$ cat src/rtl/dsl_pkg.sv
package dsl_pkg;

    localparam int unsigned NDI   = 8;
    localparam int unsigned NDO   = 8;
    localparam int unsigned NIS   = 8;
    localparam int unsigned NFN   = 16;
    localparam int unsigned NSLOT = 4;

    localparam logic [7:0] A_DIN_OVR  = 8'h00;
    localparam logic [7:0] A_DOUT_MOD = 8'h04;
    localparam logic [7:0] A_DOUT_SRC = 8'h08;
    localparam logic [7:0] A_ISIG_MOD = 8'h0c;
    localparam logic [7:0] A_ISIG_SRC = 8'h10;
    localparam logic [7:0] A_DIN_PIN  = 8'h14;
    localparam logic [7:0] A_STATE    = 8'h18;
    localparam logic [3:0] SLOT_PAGE  = 4'h2;

    localparam logic [1:0] M_FOLLOW = 2'h0;
    localparam logic [1:0] M_HIGH   = 2'h1;
    localparam logic [1:0] M_LOW    = 2'h2;
    localparam logic [1:0] M_INV    = 2'h3;

    localparam logic [4:0] SEL_NONE = 5'h00;
    localparam logic [4:0] SEL_DIO  = 5'h01;
    localparam logic [4:0] SEL_IS   = 5'h09;
    localparam logic [4:0] SEL_LAST = 5'h10;

    localparam logic [2:0] F_NONE = 3'h0;
    localparam logic [2:0] F_AND  = 3'h1;
    localparam logic [2:0] F_OR   = 3'h2;
    localparam logic [2:0] F_XOR  = 3'h3;
    localparam logic [2:0] F_NOT  = 3'h4;

    localparam logic [31:0] CFG_RST = 32'h0000_0000;

    typedef struct packed {
        logic       inv2;
        logic       inv1;
        logic       invr;
        logic [2:0] fn;
        logic [4:0] src2;
        logic [4:0] src1;
        logic [4:0] dst;
    } slot_t;

    localparam int unsigned SLOT_W = 21;

endpackage

$ cat src/rtl/dsl_matrix.sv
// Design decisions made here: the register addresses and the strobed register port.
`timescale 1ns/100ps
module dsl_matrix
(
    input  logic        clk_sys,
    input  logic        resetn,
    input  logic [7:0]  addr,
    input  logic [31:0] wdata,
    input  logic        wr_en,
    input  logic        rd_en,
    output logic [31:0] rdata_q,
    input  logic [7:0]  din_pin,
    input  logic [15:0] func_in,
    output logic [7:0]  din_eff_q,
    output logic [7:0]  dout_q,
    output logic [7:0]  isig_q
);

    logic [15:0]        din_ovr_q;
    logic [15:0]        dout_mod_q;
    logic [31:0]        dout_src_q;
    logic [15:0]        isig_mod_q;
    logic [31:0]        isig_src_q;
    dsl_pkg::slot_t     slot_q [dsl_pkg::NSLOT];
    logic [7:0]         din_eff;
    logic [7:0]         dout_fn;
    logic [7:0]         isig_fn;
    logic [7:0]         dout_d;
    logic [7:0]         isig_d;
    logic [3:0]         slot_on;
    logic [3:0]         slot_res;
    logic [3:0]         op1;
    logic [3:0]         op2;
    logic [4:0]         di;
    logic [31:0]        rdata_d;

    function automatic logic apply_mode
    (
        input logic [1:0] m,
        input logic       f,
        input logic       inv_ok
    );
        logic r;
        r = f;
        unique case (m)
            dsl_pkg::M_HIGH:   r = 1'b1;
            dsl_pkg::M_LOW:    r = 1'b0;
            dsl_pkg::M_INV:    r = inv_ok ? !f : f;
            dsl_pkg::M_FOLLOW: r = f;
        endcase
        return r;
    endfunction

    // Operand sources: 1..8 digital inputs, 9..16 internal signals
    function automatic logic pick
    (
        input logic [4:0] s,
        input logic [7:0] dv,
        input logic [7:0] iv
    );
        logic [4:0] k;
        logic       r;
        r = 1'b0;
        k = 5'h00;
        if (s >= dsl_pkg::SEL_DIO && s < dsl_pkg::SEL_IS)
        begin
            k = s - dsl_pkg::SEL_DIO;
            r = dv[k[2:0]];
        end
        else if (s >= dsl_pkg::SEL_IS && s <= dsl_pkg::SEL_LAST)
        begin
            k = s - dsl_pkg::SEL_IS;
            r = iv[k[2:0]];
        end
        return r;
    endfunction

    function automatic logic slot_eval
    (
        input dsl_pkg::slot_t c,
        input logic           a,
        input logic           b
    );
        logic r;
        r = 1'b0;
        unique case (c.fn)
            dsl_pkg::F_AND: r = a & b;
            dsl_pkg::F_OR:  r = a | b;
            dsl_pkg::F_XOR: r = a ^ b;
            dsl_pkg::F_NOT: r = !a;
            default:        r = 1'b0;
        endcase
        return r ^ c.invr;
    endfunction

    // Configuration writes
    always_ff @(posedge clk_sys)
    begin
        if (!resetn)
        begin
            din_ovr_q  <= dsl_pkg::CFG_RST[15:0];
            dout_mod_q <= dsl_pkg::CFG_RST[15:0];
            dout_src_q <= dsl_pkg::CFG_RST;
            isig_mod_q <= dsl_pkg::CFG_RST[15:0];
            isig_src_q <= dsl_pkg::CFG_RST;
        end
        else if (wr_en)
        begin
            unique case (addr)
                dsl_pkg::A_DIN_OVR:  din_ovr_q  <= wdata[15:0];
                dsl_pkg::A_DOUT_MOD: dout_mod_q <= wdata[15:0];
                dsl_pkg::A_DOUT_SRC: dout_src_q <= wdata;
                dsl_pkg::A_ISIG_MOD: isig_mod_q <= wdata[15:0];
                dsl_pkg::A_ISIG_SRC: isig_src_q <= wdata;
                default:
                begin
                end
            endcase
        end
    end

    always_ff @(posedge clk_sys)
    begin
        if (!resetn)
        begin
            for (int s = 0; s < dsl_pkg::NSLOT; s++)
            begin
                slot_q[s] <= dsl_pkg::CFG_RST[20:0];
            end
        end
        else if (wr_en && addr[7:4] == dsl_pkg::SLOT_PAGE && addr[1:0] == 2'h0)
        begin
            slot_q[addr[3:2]] <= wdata[20:0];
        end
    end

    // Inputs are combinational so a pin change reaches outputs in one clock
    always_comb
    begin
        din_eff = '0;
        for (int k = 0; k < dsl_pkg::NDI; k++)
        begin
            din_eff[k] = apply_mode(din_ovr_q[2*k +: 2], din_pin[k], 1'b0);
        end
    end

    // Internal signals enter as registered values, which breaks loops
    // through slots that feed internal signals back to themselves.
    for (genvar s = 0; s < dsl_pkg::NSLOT; s++)
    begin : g_slot
        assign op1[s] = pick(slot_q[s].src1, din_eff, isig_q)
                        ^ (slot_q[s].inv1 & (slot_q[s].src1 != dsl_pkg::SEL_NONE));
        assign op2[s] = pick(slot_q[s].src2, din_eff, isig_q)
                        ^ (slot_q[s].inv2 & (slot_q[s].src2 != dsl_pkg::SEL_NONE));
        assign slot_on[s] = (slot_q[s].fn >= dsl_pkg::F_AND)
                            && (slot_q[s].fn <= dsl_pkg::F_NOT)
                            && (slot_q[s].dst != dsl_pkg::SEL_NONE)
                            && (slot_q[s].dst <= dsl_pkg::SEL_LAST);
        assign slot_res[s] = slot_eval(slot_q[s], op1[s], op2[s]);
    end

    // Function source, then slots in order; a later slot wins a shared target
    always_comb
    begin
        dout_fn = '0;
        isig_fn = '0;
        di = 5'h00;
        for (int k = 0; k < dsl_pkg::NDO; k++)
        begin
            dout_fn[k] = func_in[dout_src_q[4*k +: 4]];
        end
        for (int k = 0; k < dsl_pkg::NIS; k++)
        begin
            isig_fn[k] = func_in[isig_src_q[4*k +: 4]];
        end
        for (int s = 0; s < dsl_pkg::NSLOT; s++)
        begin
            if (slot_on[s])
            begin
                if (slot_q[s].dst < dsl_pkg::SEL_IS)
                begin
                    di = slot_q[s].dst - dsl_pkg::SEL_DIO;
                    dout_fn[di[2:0]] = slot_res[s];
                end
                else
                begin
                    di = slot_q[s].dst - dsl_pkg::SEL_IS;
                    isig_fn[di[2:0]] = slot_res[s];
                end
            end
        end
    end

    always_comb
    begin
        dout_d = '0;
        isig_d = '0;
        for (int k = 0; k < dsl_pkg::NDO; k++)
        begin
            dout_d[k] = apply_mode(dout_mod_q[2*k +: 2], dout_fn[k], 1'b1);
        end
        for (int k = 0; k < dsl_pkg::NIS; k++)
        begin
            isig_d[k] = apply_mode(isig_mod_q[2*k +: 2], isig_fn[k], 1'b0);
        end
    end

    // Every output is refreshed each clock
    always_ff @(posedge clk_sys)
    begin
        if (!resetn)
        begin
            din_eff_q <= 8'h00;
            dout_q    <= 8'h00;
            isig_q    <= 8'h00;
        end
        else
        begin
            din_eff_q <= din_eff;
            dout_q    <= dout_d;
            isig_q    <= isig_d;
        end
    end

    // Read decode
    always_comb
    begin
        rdata_d = 32'h0000_0000;
        if (addr[7:4] == dsl_pkg::SLOT_PAGE && addr[1:0] == 2'h0)
        begin
            rdata_d[20:0] = slot_q[addr[3:2]];
        end
        else
        begin
            unique case (addr)
                dsl_pkg::A_DIN_OVR:  rdata_d[15:0] = din_ovr_q;
                dsl_pkg::A_DOUT_MOD: rdata_d[15:0] = dout_mod_q;
                dsl_pkg::A_DOUT_SRC: rdata_d = dout_src_q;
                dsl_pkg::A_ISIG_MOD: rdata_d[15:0] = isig_mod_q;
                dsl_pkg::A_ISIG_SRC: rdata_d = isig_src_q;
                dsl_pkg::A_DIN_PIN:  rdata_d[7:0] = din_pin;
                dsl_pkg::A_STATE:    rdata_d[23:0] = {isig_q, dout_q, din_eff_q};
                default:             rdata_d = 32'h0000_0000;
            endcase
        end
    end

    // Read data stand for exactly one cycle, zero otherwise
    always_ff @(posedge clk_sys)
    begin
        if (!resetn)
        begin
            rdata_q <= 32'h0000_0000;
        end
        else
        begin
            rdata_q <= rd_en ? rdata_d : 32'h0000_0000;
        end
    end

    din_high_a: assert property (
        @(posedge clk_sys) disable iff (!resetn)
        din_ovr_q[3:2] == dsl_pkg::M_HIGH |=> din_eff_q[1])
        else $error("forced high input not active");

    din_low_a: assert property (
        @(posedge clk_sys) disable iff (!resetn)
        din_ovr_q[1:0] == dsl_pkg::M_LOW |=> !din_eff_q[0])
        else $error("forced low input not inactive");

    din_follow_a: assert property (
        @(posedge clk_sys) disable iff (!resetn)
        din_ovr_q[1:0] == dsl_pkg::M_FOLLOW |=> din_eff_q[0] == $past(din_pin[0]))
        else $error("following input differs from pin");

    dout_forced_a: assert property (
        @(posedge clk_sys) disable iff (!resetn)
        dout_mod_q[1:0] == dsl_pkg::M_HIGH || dout_mod_q[1:0] == dsl_pkg::M_LOW
        |=> dout_q[0] == ($past(dout_mod_q[1:0]) == dsl_pkg::M_HIGH))
        else $error("forced output level wrong");

    dout_follow_a: assert property (
        @(posedge clk_sys) disable iff (!resetn)
        dout_mod_q[3:2] == dsl_pkg::M_FOLLOW |=> dout_q[1] == $past(dout_fn[1]))
        else $error("following output differs from function");

    dout_inv_a: assert property (
        @(posedge clk_sys) disable iff (!resetn)
        dout_mod_q[5:4] == dsl_pkg::M_INV |=> dout_q[2] != $past(dout_fn[2]))
        else $error("inverted output equals function");

    isig_forced_a: assert property (
        @(posedge clk_sys) disable iff (!resetn)
        isig_mod_q[1:0] == dsl_pkg::M_HIGH ##1 isig_mod_q[1:0] == dsl_pkg::M_HIGH
        |-> isig_q[0])
        else $error("forced internal signal not active");

    isig_follow_a: assert property (
        @(posedge clk_sys) disable iff (!resetn)
        isig_mod_q[1:0] == dsl_pkg::M_FOLLOW |=> isig_q[0] == $past(isig_fn[0]))
        else $error("following internal signal differs");

    slot_and_a: assert property (
        @(posedge clk_sys) disable iff (!resetn)
        slot_on[0] && slot_q[0].fn == dsl_pkg::F_AND && !slot_q[0].invr
        && slot_q[0].dst == dsl_pkg::SEL_DIO && slot_q[1].dst != dsl_pkg::SEL_DIO
        && slot_q[2].dst != dsl_pkg::SEL_DIO && slot_q[3].dst != dsl_pkg::SEL_DIO
        && dout_mod_q[1:0] == dsl_pkg::M_FOLLOW
        |=> dout_q[0] == ($past(op1[0]) & $past(op2[0])))
        else $error("AND slot result wrong");

    din_alt_follow_a: assert property (
        @(posedge clk_sys) disable iff (!resetn)
        din_ovr_q[3:2] == dsl_pkg::M_INV |=> din_eff_q[1] == $past(din_pin[1]))
        else $error("spare input code does not follow pin");

    dout_low_a: assert property (
        @(posedge clk_sys) disable iff (!resetn)
        dout_mod_q[3:2] == dsl_pkg::M_LOW |=> !dout_q[1])
        else $error("forced low output not inactive");

    isig_low_a: assert property (
        @(posedge clk_sys) disable iff (!resetn)
        isig_mod_q[3:2] == dsl_pkg::M_LOW |=> !isig_q[1])
        else $error("forced low internal signal not inactive");

    isig_slot_a: assert property (
        @(posedge clk_sys) disable iff (!resetn)
        slot_on[0] && slot_q[0].dst == dsl_pkg::SEL_IS && slot_q[1].dst != dsl_pkg::SEL_IS
        && slot_q[2].dst != dsl_pkg::SEL_IS && slot_q[3].dst != dsl_pkg::SEL_IS
        && isig_mod_q[1:0] == dsl_pkg::M_FOLLOW
        |=> isig_q[0] == $past(slot_res[0]))
        else $error("slot result missing on internal signal");

    dest_unused_a: assert property (
        @(posedge clk_sys) disable iff (!resetn)
        slot_q[0].dst == dsl_pkg::SEL_NONE |-> !slot_on[0])
        else $error("slot without destination still drives");

    slot_negate_a: assert property (
        @(posedge clk_sys) disable iff (!resetn)
        slot_q[0].fn == dsl_pkg::F_AND && slot_q[0].invr |-> slot_res[0] == !(op1[0] & op2[0]))
        else $error("negated slot result wrong");

    op_negate_a: assert property (
        @(posedge clk_sys) disable iff (!resetn)
        slot_q[0].src1 == dsl_pkg::SEL_DIO |-> op1[0] == (din_eff[0] ^ slot_q[0].inv1))
        else $error("operand negate wrong");

    op_unused_a: assert property (
        @(posedge clk_sys) disable iff (!resetn)
        slot_q[0].src2 == dsl_pkg::SEL_NONE |-> !op2[0])
        else $error("unused operand contributes a level");

    slot_not_a: assert property (
        @(posedge clk_sys) disable iff (!resetn)
        slot_q[0].fn == dsl_pkg::F_NOT && !slot_q[0].invr |-> slot_res[0] == !op1[0])
        else $error("NOT slot result wrong");

    slot_or_a: assert property (
        @(posedge clk_sys) disable iff (!resetn)
        slot_q[0].fn == dsl_pkg::F_OR && !slot_q[0].invr |-> slot_res[0] == (op1[0] | op2[0]))
        else $error("OR slot result wrong");

    slot_xor_a: assert property (
        @(posedge clk_sys) disable iff (!resetn)
        slot_q[0].fn == dsl_pkg::F_XOR && !slot_q[0].invr |-> slot_res[0] == (op1[0] ^ op2[0]))
        else $error("XOR slot result wrong");

    slot_idle_a: assert property (
        @(posedge clk_sys) disable iff (!resetn)
        slot_q[0].fn == dsl_pkg::F_NONE |-> !slot_on[0])
        else $error("slot without function still drives");

endmodule

$ cat config.mk
export PLATFORM = sky130hd
export DESIGN_NAME = dsl_matrix
export DESIGN_NICKNAME = d
export VERILOG_FILES = /design/src/rtl/dsl_pkg.sv /design/src/rtl/dsl_matrix.sv
export SDC_FILE = /design/constraint.sdc
export NUM_CORES = 1
export LEC_CHECK = 0
export BUFFER_PORTS_ARGS = -buffer_cell sky130_fd_sc_hd__buf_2
export CELL_PAD_IN_SITES_DETAIL_PLACEMENT = 1
export CELL_PAD_IN_SITES_GLOBAL_PLACEMENT = 1
export CORE_MARGIN = 3
export CORE_UTILIZATION = 50
export DETAILED_ROUTE_END_ITERATION = 8
export PLACE_DENSITY_LB_ADDON = 0.1
export SLEW_MARGIN = 20
export SYNTH_ARGS = -nofsm -noshare
export SYNTH_HDL_FRONTEND = slang
export SYNTH_SLANG_ARGS = --single-unit
$ cat constraint.sdc
create_clock -name clk_sys -period 10.03 [get_ports clk_sys]
set_input_delay 1.003 -clock clk_sys [delete_from_list [all_inputs] [get_ports clk_sys]]
set_output_delay 1.003 -clock clk_sys [all_outputs]
set_load 0.02 [all_outputs]
==> results of run 1 <==
## final timing paths
kind,to,cells past startpoint,startpoint
min,isig_mod_q[4]$_SDFFE_PN0P_,2,isig_mod_q[4]$_SDFFE_PN0P_
max,isig_q[5]$_SDFF_PN0_,17,slot_q[0][5]$_SDFFCE_PN0P_
min reg2reg,isig_mod_q[4]$_SDFFE_PN0P_,2,isig_mod_q[4]$_SDFFE_PN0P_
max reg2reg,isig_q[5]$_SDFF_PN0_,17,slot_q[0][5]$_SDFFCE_PN0P_
## cell usage in the layout, fill, tap and decap left out, drive strengths merged, types with 9 or more instances in the layout
cell    netlist  layout
a21boi      112     112
a21oi        43      43
a221oi       14      14
a222oi       13      13
a22o         11      11
a22oi        52      52
a31oi        30      30
and2         18      18
buf          10     145
clkbuf      108      40
dfxtp       168     168
edfxtp       84      84
ha           51      51
inv          88      90
mux2i        27      27
mux4        125     125
nand2       353     353
nand2b       20      20
nand3        18      18
nor2        152     152
nor2b        29      29
nor3         33      33
o211ai        9       9
o21ai        35      35
o22ai         9       9
xnor2        17      17
xor2         15      15
## cell type report
class	instances	area (um^2)	area share
Inverter	88	330	0.0181
Tap cell	435	544	0.0298
Sequential cell	252	5890	0.323
Multi-Input combinational cell	1285	9740	0.534
Timing Repair Buffer	145	783	0.0429
Clock inverter	13	129	0.00707
Clock buffer	40	831	0.0456
## registers in the layout, indices dropped and copies added, names as in the netlist
name        flops
slot_q         84
dout_src_q     32
isig_src_q     32
rdata_q        32
din_ovr_q      16
dout_mod_q     16
isig_mod_q     16
din_eff_q       8
dout_q          8
isig_q          8
## where the power goes
part	leakage [uW]	internal, uW	total, uW	switching, uW
Clock	0.000480	630	1090	455
Sequential	0.00216	1080	1130	52.5
Combinational	0.00372	159	431	271
Total	0.00636	1870	2650	779
## cells by family (layout without fill, tap and decap cells)
group / count (synthesis) / in the layout / synth area share
xor gates and xnor gates: 32 / 32 / 0.0181
buffers and inverters: 206 / 286 / 0.0475
adders and majority gates: 51 / 51 / 0.0390
and+or+nand+nor: 664 / 664 / 0.175
muxes: 154 / 154 / 0.190
AOI/OAI and AO/OA: 384 / 384 / 0.171
DFF: 252 / 252 / 0.360
## worst max-delay path: cells and delay by family (launching register included)
family                     cells  cell delay (ns)
AOI/OAI and AO/OA              6             1.51
and+or+nand+nor                4             1.01
xor gates and xnor gates       2             0.84
DFF                            1             0.66
adders and majority gates      2             0.53
muxes                          2             0.34
buffers and inverters          1             0.23
## per-stage QoR
step	total power (uW)	utilization	hold WS [ns]
detailed placement	1570	0.542	0.484
finish	2650	0.572	0.498
global route	2720	0.572	0.522
global placement	1560	0.542	0.467
floorplan	1390	-	0.448
CTS	2640	0.572	0.496
## metal layers
| layer | vias up | track usage | part of all wire |
|---|---|---|---|
| li1 | 6452 | - | - |
| met3 | 237 | 0.0645 | 0.095 |
| met2 | 955 | 0.608 | 0.45 |
| met4 | 4 | 0.206 | 0.068 |
| met5 | - | 0 | 0.00035 |
| met1 | 7732 | 0.503 | 0.38 |
==> results by group, run 1 <==
CTS
  – Buffers inserted by post-CTS timing repair: 0
  – Number of clock sinks: 252
  – Count of cells resized by post-cts repair: 0
  – CTS max path bufs: 3
  – CTS Hold Bufs: 0
  – CTS root buffer: clkbuf_16
  – CTS H-tree lvls: 1
  – Skew-Pair Late Insertion Delay: 0.56 ns
  – CTS tree: yes
  – Clock slew seen by the registers of the worst setup and hold paths: 0.07 ns
  – CTS buffer count: 29

Timing
  – Max Clock Skew: 0.0137 ns
  – Fmax: 190 MHz
  – Worst-Margin Slew: 1.08 ns
  – Final Worst Setup Slack: 4.77 ns
  – Post-layout min period: 5.26 ns
  – Max-slew headroom: 0.276
  – Final setup viols: 0
  – Setup TNS: 0 ns
  – Unrepaired setup endpoints after global routing: false
  – Slew Limit Fails: 0
  – Final Hold Vio Count: 0
  – Fin crit share: 0.525

Setup path
  – Worst path required time: 10.48 ns
  – CP most frequent cell: ha_1
  – Slowest-stage cell, CP: edfxtp_1
  – Setup crit end kind: flip-flop
  – Setup crit start kind: flip-flop
  – Cells along the critical path: inv_1 > ha_1 > xor2_2 > nor3_1 > a2111oi_1 > o41ai_2 > xnor2_2 > ha_1 > mux2i_1 > nor3b_1 > nor2_1 > mux2_2 > a32o_2 > or3_4 > a31oi_1 > o211ai_1 > a22o_1
  – CP Max Fanout: 10
  – R2R setup slack: 4.77 ns
  – Critical Setup Path Class: flip-flop to flip-flop
  – Crit path largest cell delay: 0.66 ns
  – WP data arrival: 5.71 ns

Detailed routing
  – Drt drc: 0
  – DRT antenna net count: 0
  – Vias per inst: 6.81
  – Initial DRC Count: 1744
  – Routed WL: 68.2 mm
  – Routed len/inst: 30.2 um
  – Via count: 15380
  – Drt pass-1 iters: 8

Worst hold path
  – HP Class: flip-flop to flip-flop

Final layout
  – Layout cells sized above 1: 0.191
  – Synth-to-layout area growth: 11.5%
  – Layout Nets: 1920
  – Antenna diode count: 0
  – Finished Layout Cells: 2258
  – Layout filler cell count: 3655
  – Fin area: 18200 um^2

Synth
  – Mapped Cells: 1743
  – Area of the mapped netlist: 16400 um^2
  – Post-synthesis net count: 1862
  – FF+latch count, synth: 252
  – Synth cell types: 70
  – Yosys Warn Count: 0
  – Area contributors post-synth: dfxtp_1 (21%), mux4_2 (17%), edfxtp_1 (15%)
  – Syn_area_per_cell: 9.39 um^2
  – Top cell type's share of synthesized area: 0.206
  – Post-synth top cells: nand2_1 (353), dfxtp_1 (168), nor2_1 (152), mux4_2 (125)
  – Most frequent cell after synthesis: nand2_1
  – Asr flop ratio synth: 0
  – Leading area contributor after synthesis: dfxtp_1
  – Seq/Total Area, Yosys: 0.360
  – Most used DFF post-synth: dfxtp_1
  – Post-synth EDFFs: 84

Placement
  – Placed insts: 2205
  – Pre-CTS setup slack: 4.85 ns
  – PortBufs: 123
  – Area after DPL: 17300 um^2
  – DP HPWL: 50.2 mm
  – Final RePlAce weighted congestion: 0.981

Outcome
  – Status: completed

Floorplanning
  – Area of the core: 31900 um^2
  – Die area: 34900 um^2
  – Initial Util: 0.513
  – Die width: 187 um
  – Die Y: 187 um
  – Ports: 124
  – Number of cell rows: 65

Global route
  – Initial antenna violation count: 4
  – GRT Total Usage: 0.382
  – First-pass GRT wire length: 101 mm
  – Largest net degree at the start of global routing: 97
  – Total global routing overflow: 0
  – Vias in the first global route: 15487

Run
  – Max cap viols: 0

Power and ir drop
  – Maximum vdd drop: 0.126 mV
  – P_leak: 0.00636 uW
  – Power Dens Cells: 145 nW/um^2
No activity file was read; power rests on OpenSTA's default activity.
==> inputs of run 2 (changes only) <==
--- a/config.mk
+++ b/config.mk
@@ -9,7 +9,7 @@
 export CELL_PAD_IN_SITES_DETAIL_PLACEMENT = 1
 export CELL_PAD_IN_SITES_GLOBAL_PLACEMENT = 1
 export CORE_MARGIN = 3
-export CORE_UTILIZATION = 50
+export CORE_UTILIZATION = 43
 export DETAILED_ROUTE_END_ITERATION = 8
 export PLACE_DENSITY_LB_ADDON = 0.1
 export SLEW_MARGIN = 20
==> constraint.sdc (replaced) <==
create_clock -name clk_sys -period 4.2 [get_ports clk_sys]
set_input_delay 0.42 -clock clk_sys [delete_from_list [all_inputs] [get_ports clk_sys]]
set_output_delay 0.42 -clock clk_sys [all_outputs]
set_load 0.02 [all_outputs]
==> run 2 against run 1 <==
  * The flow now finishes with violations (setup timing)
  * Non-clock buffer count is 158 higher
  * Global-route usage is 2.8 points lower
  * Core utilization is 2.2 points lower
  * Clock skew is 0.011 ns higher
  * Sequential power is 140% higher
  * Sequential share of layout area is 3.3 points lower
  * Clock-buffer cell count is 1 higher
  * Wire length is 8.3% higher
  * Total power grew to 2.5 times the previous value
  * First-iteration DRC count is 13% lower
  * Final area is 12% higher
  * Critical path depth is 5 higher
  * Largest cell class unchanged
==> results by group, run 2 (synthesized netlist as in run 1, its figures left out) <==
Timing
  – Post-layout min period: 4.21 ns
  – Worst-Margin Slew: 1.10 ns
  – Final Hold Vio Count: 0
  – Fin crit share: 1.00
  – Final Worst Setup Slack: -0.0140 ns
  – Fmax: 237 MHz
  – Unrepaired setup endpoints after global routing: true
  – Setup TNS: -0.0149 ns
  – Final setup viols: 2
  – Final hold slack: 0.0922 ns
  – Slew Limit Fails: 0
  – Max Clock Skew: 0.0251 ns
  – Max-slew headroom: 0.267

Final layout
  – Most common cell after layout, fill and taps aside: nand2_1
  – Max FFs per register: 84
  – Layout filler cell count: 4172
  – Most frequent cells in the layout: nand2_1 (347), buf_4 (169), dfxtp_1 (159), nor2_1 (141), mux4_2 (125)
  – Reg with most FFs: slot_q
  – Multi-input gate area: 10500 um^2
  – Layout Nets: 2078
  – Synth-to-layout area growth: 24.6%
  – Sequential cell area: 5900 um^2
  – Layout cells sized above 1: 0.313
  – Antenna diode count: 0

Setup path
  – Worst path bufs/invs: 4
  – Setup crit start kind: flip-flop
  – Worst path required time: 4.72 ns
  – Slowest-stage cell, CP: mux4_2
  – Setup crit end kind: flip-flop
  – Cells along the critical path: inv_2 > ha_4 > nor2b_4 > nor2_4 > buf_6 > mux4_2 > mux2i_1 > a21oi_1 > o221ai_1 > xor2_1 > ha_1 > inv_1 > mux2i_1 > a21oi_1 > nor2_1 > a31oi_2 > xnor2_2 > clkbuf_16 > nand3_1 > o211ai_1 > nand4_1 > o21ai_2
  – WP data arrival: 4.73 ns
  – CP Max Fanout: 6
  – Critical path's top delay family: compound AO/OA/AOI/OAI gates
  – Crit path largest cell delay: 0.45 ns
  – Critical Setup Path Class: flip-flop to flip-flop

Power and ir drop
  – Total Power Consumption: 6640 uW
  – P_leak: 0.00735 uW
  – Power Dens Cells: 326 nW/um^2
  – Maximum vdd drop: 0.331 mV

CTS
  – Skew-Pair Late Insertion Delay: 0.59 ns
  – CTS H-tree lvls: 1
  – Clock slew seen by the registers of the worst setup and hold paths: 0.06 ns
  – CTS max path bufs: 3
  – CTS root buffer: clkbuf_16
  – CTS tree: yes
  – Number of clock sinks: 252
  – CTS buffer count: 29

Floorplanning
  – Die width: 201 um
  – Die Y: 201 um
  – Initial Util: 0.442
  – Number of cell rows: 70
  – Die area: 40400 um^2
  – Area of the core: 37000 um^2
  – Ports: 124

Global route
  – Largest net degree at the start of global routing: 109
  – First-pass GRT wire length: 107 mm
  – GRT Total Usage: 0.355
  – Initial antenna violation count: 1
  – Met1 usage: 0.489
  – Total global routing overflow: 0
  – Vias in the first global route: 15993
  – Met2 usage in global routing: 0.551
  – GRT met3 Usage: 0.0744
  – Most used routing layer: met2

Detailed routing
  – Routed len/inst: 29.7 um
  – Routed WL: 73.9 mm
  – DRT antenna net count: 0
  – Vias per inst: 6.36
  – Drt pass-1 iters: 5
  – Drt drc: 0
  – Initial DRC Count: 1518
  – Via count: 15820

Worst hold path
  – HP Class: input port to flip-flop

Outcome
  – Violated checks: setup timing
  – Status: finished with violations

Placement
  – PortBufs: 123
  – Final RePlAce weighted congestion: 1.00
  – DP HPWL: 55.0 mm

Run
  – Max cap viols: 0
## run 2: tightest hold or removal path, cell delays in order
cell,delay [ns]
buf_2,0.10
nand2_1,0.04
a21boi_0,0.06
## run 2: power breakdown
group          total [uW]  switching, uW  internal, uW
logic                1340            763           578
clock network        2610           1120          1490
registers            2690            110          2580
## run 2: cell type report
cell class | count | share of cell area
flip-flops and latches | 252 | 0.289
repair buffers | 303 | 0.100
clock inverters | 13 | 0.00632
multi-input cells | 1285 | 0.517
well taps | 504 | 0.0309
inverters | 88 | 0.0162
clock buffers | 41 | 0.0404
## run 2: worst paths after layout
path | from | endpoint | slack, ns | depth (start not counted)
max | din_ovr_q[4]$_SDFFE_PN0P_ | isig_q[6]$_SDFF_PN0_ | -0.01 | 22
min | wdata[23] | dout_src_q[23]$_SDFFE_PN0P_ | 0.09 | 3
max reg2reg | din_ovr_q[4]$_SDFFE_PN0P_ | isig_q[6]$_SDFF_PN0_ | -0.01 | 22
min reg2reg | isig_mod_q[14]$_SDFFE_PN0P_ | isig_mod_q[14]$_SDFFE_PN0P_ | 0.49 | 2
## run 2: timing repair
action,4_1_cts,5_1_grt
setup endpoints to repair,16,16
pin swaps,10,43
resized for setup,52,137
hold buffers,0,0
hold endpoints to repair,0,0
cloned,0,1
buffers inserted,4,14
## run 2: stage by stage
stage | cell area (um^2) | utilization | std cells | worst slack, ns
after global routing | 20400 | 0.550 | 2486 | -0.184
after detailed placement | 18400 | 0.498 | 2416 | -0.361
final | 20400 | 0.550 | 2486 | -0.0140
after floorplan | 16400 | - | 1743 | 0.0627
after global placement | 18400 | 0.498 | 2416 | -0.258
after CTS | 19700 | 0.531 | 2474 | 0.0103
## run 2: metal layers
metal,wire length [um],share of wire,vias to the layer above
met5,0,0,-
met4,3450,0.047,0
met3,7040,0.095,170
met2,33200,0.45,879
met1,30200,0.41,7989
li1,-,-,6782
==> inputs of run 3 (changes only) <==
--- a/config.mk
+++ b/config.mk
@@ -11,6 +11,7 @@
 export CORE_MARGIN = 3
 export CORE_UTILIZATION = 43
 export DETAILED_ROUTE_END_ITERATION = 8
+export GPL_TIMING_DRIVEN = 0
 export PLACE_DENSITY_LB_ADDON = 0.1
 export SLEW_MARGIN = 20
 export SYNTH_ARGS = -nofsm -noshare
==> run 3 against run 2 <==
  * The flow still finishes with violations (setup timing)
  * Clock power grew 7%
  * Combinational power grew 3%
  * Via count grew 0.59%
  * Final cell count is essentially flat
  * Core utilization shrank 0.11 points
  * Die area is the same
  * Total power grew 3.7%
  * First-iteration DRC count grew 22%
  * Clock skew shrank 0.012 ns
==> results by group, run 3 (synthesized netlist as in run 1, its figures left out) <==
Outcome
  – Status: finished with violations
  – Violated checks: setup timing

Placement
  – Final RePlAce weighted congestion: 0.987
  – DP HPWL: 56.0 mm
  – PortBufs: 121
  – Pre-CTS setup slack: -1.52 ns

Global route
  – Total global routing overflow: 0
  – Initial antenna violation count: 6
  – Largest net degree at the start of global routing: 18
  – First-pass GRT wire length: 109 mm
  – GRT Total Usage: 0.362
  – Vias in the first global route: 16524

Setup path
  – Crit path largest cell delay: 0.44 ns
  – Cells along the critical path: ha_4 > nor2b_4 > buf_4 > nor3_1 > a2111oi_2 > o41ai_2 > xnor2_1 > ha_1 > mux2i_2 > nor3b_4 > buf_4 > a21oi_1 > a32o_2 > buf_4 > nor4_4 > a31oi_4 > a21oi_4 > mux2i_1
  – CP most frequent cell: buf_4
  – Critical Setup Path Class: flip-flop to flip-flop
  – CP Max Fanout: 4
  – WP data arrival: 4.95 ns
  – Setup crit start kind: flip-flop
  – Setup crit end kind: flip-flop
  – Slowest-stage cell, CP: dfxtp_1
  – Worst path required time: 4.69 ns

CTS
  – Clock slew seen by the registers of the worst setup and hold paths: 0.06 ns
  – CTS Hold Bufs: 0
  – CTS tree: yes
  – Number of clock sinks: 252
  – CTS root buffer: clkbuf_16
  – CTS buffer count: 30
  – Skew-Pair Late Insertion Delay: 0.58 ns
  – CTS H-tree lvls: 1
  – CTS max path bufs: 3

Worst hold path
  – HP Class: input port to flip-flop

Detailed routing
  – Routed WL: 75.8 mm
  – Drt pass-1 iters: 7
  – Via count: 15913
  – WL met2: 33.9 mm
  – Initial DRC Count: 1850
  – Max layer used: met5
  – Met3 WL: 7.17 mm
  – WL met1: 30.1 mm
  – Routed len/inst: 30.5 um
  – Vias per inst: 6.41
  – Drt drc: 0
  – DRT antenna net count: 0

Floorplanning
  – Die width: 201 um
  – Die Y: 201 um
  – Number of cell rows: 70
  – Area of the core: 37000 um^2
  – Ports: 124
  – Die area: 40400 um^2
  – Initial Util: 0.442

Power and ir drop
  – Switching Share: 0.295
  – Power Dens Cells: 339 nW/um^2
  – P_leak: 0.00700 uW
  – Int Pwr: 4850 uW
  – Combinational share of power: 0.200
  – Seq pwr share: 0.394
  – Switching power: 2030 uW
  – Clock network fraction of design power: 0.406
  – Maximum vdd drop: 0.332 mV

Timing
  – Final Worst Setup Slack: -0.260 ns
  – Max Clock Skew: 0.0128 ns
  – Max-slew headroom: 0.267
  – Worst-Margin Slew: 1.10 ns
  – Fmax: 224 MHz
  – Final setup viols: 16
  – Fin crit share: 1.06
  – Slew Limit Fails: 0
  – Final Hold Vio Count: 0
  – Post-layout min period: 4.46 ns
  – Unrepaired setup endpoints after global routing: true

Final layout
  – Layout Nets: 2075
  – Layout cells sized above 1: 0.268
  – Synth-to-layout area growth: 24.4%
  – Multi-input gate area: 10800 um^2
  – Most common cell after layout, fill and taps aside: nand2_1
  – Layout Utilization: 0.549
  – Most frequent cells in the layout: nand2_1 (350), dfxtp_1 (154), nor2_1 (141), mux4_2 (125), buf_2 (121)
  – Sequential cell area: 5900 um^2
  – Max FFs per register: 84
  – Reg with most FFs: slot_q
  – Layout filler cell count: 4181
  – Antenna diode count: 0

Run
  – Max cap viols: 0
-- run 3: metrics by stage --
step                TNS (ns)  total power (uW)  area (um^2)  cells  hold WS (ns)
floorplan                  0              3320        16400   1743         0.448
global placement     -241.60              3740        17600   2368         0.457
detailed placement    -21.83              3790        17800   2372         0.472
CTS                   -0.917              6750        19900   2466        0.0929
global route           -4.32              7070        20300   2484         0.118
finish                 -2.07              6890        20300   2484         0.108
-- run 3: repair_timing --
item / in CTS / in global routing
setup buffers: 38 / 22
endpoints found under the setup margin: 16 / 16
resized for setup: 172 / 63
pin swaps: 43 / 30
gates cloned: 2 / 0
-- run 3: power by group through the flow --
| stage | Clock [uW] | Combinational (uW) | Sequential (uW) |
|---|---|---|---|
| 2_1_floorplan | 0 | 615 | 2700 |
| 3_5_place_dp | 0 | 1040 | 2760 |
| 4_1_cts | 2800 | 1240 | 2700 |
| 3_3_place_gp | 0 | 987 | 2760 |
| 5_1_grt | 2920 | 1440 | 2710 |
| 6_report | 2790 | 1380 | 2720 |
-- run 3: final cells by class --
cell class              count  share of cell area
repair buffers            183              0.0588
multi-input cells        1285               0.529
inverters                  88              0.0164
clock inverters            14             0.00947
clock buffers              42              0.0416
flip-flops and latches    252               0.290
plain buffers             116              0.0242
well taps                 504              0.0310
-- run 3: path summary, 6_finish.rpt --
kind,end,from,slack (ns),cells after the start
setup / recovery,dout_q[3]$_SDFF_PN0_,din_ovr_q[7]$_SDFFE_PN0P_,-0.26,18
hold / removal,dout_src_q[24]$_SDFFE_PN0P_,wdata[24],0.11,3
setup reg to reg,dout_q[3]$_SDFF_PN0_,din_ovr_q[7]$_SDFFE_PN0P_,-0.26,18
hold reg to reg,dout_mod_q[12]$_SDFFE_PN0P_,dout_mod_q[12]$_SDFFE_PN0P_,0.48,2
-- run 3: routing by layer --
metal  GRT usage  vias up
met5           0        -
met4       0.175        4
met1       0.478     8053
met2       0.567      859
li1            -     6777
met3      0.0783      220
-- run 3: worst max-delay path, delay by kind of cell, from the launching register on --
kind	cells	cell delay (ns)
flops	1	0.44
buf+inv	3	0.52
simple gates	4	0.91
fa+ha+maj	2	0.58
mux	2	0.34
compound gates	6	1.37
xor+xnor	1	0.18
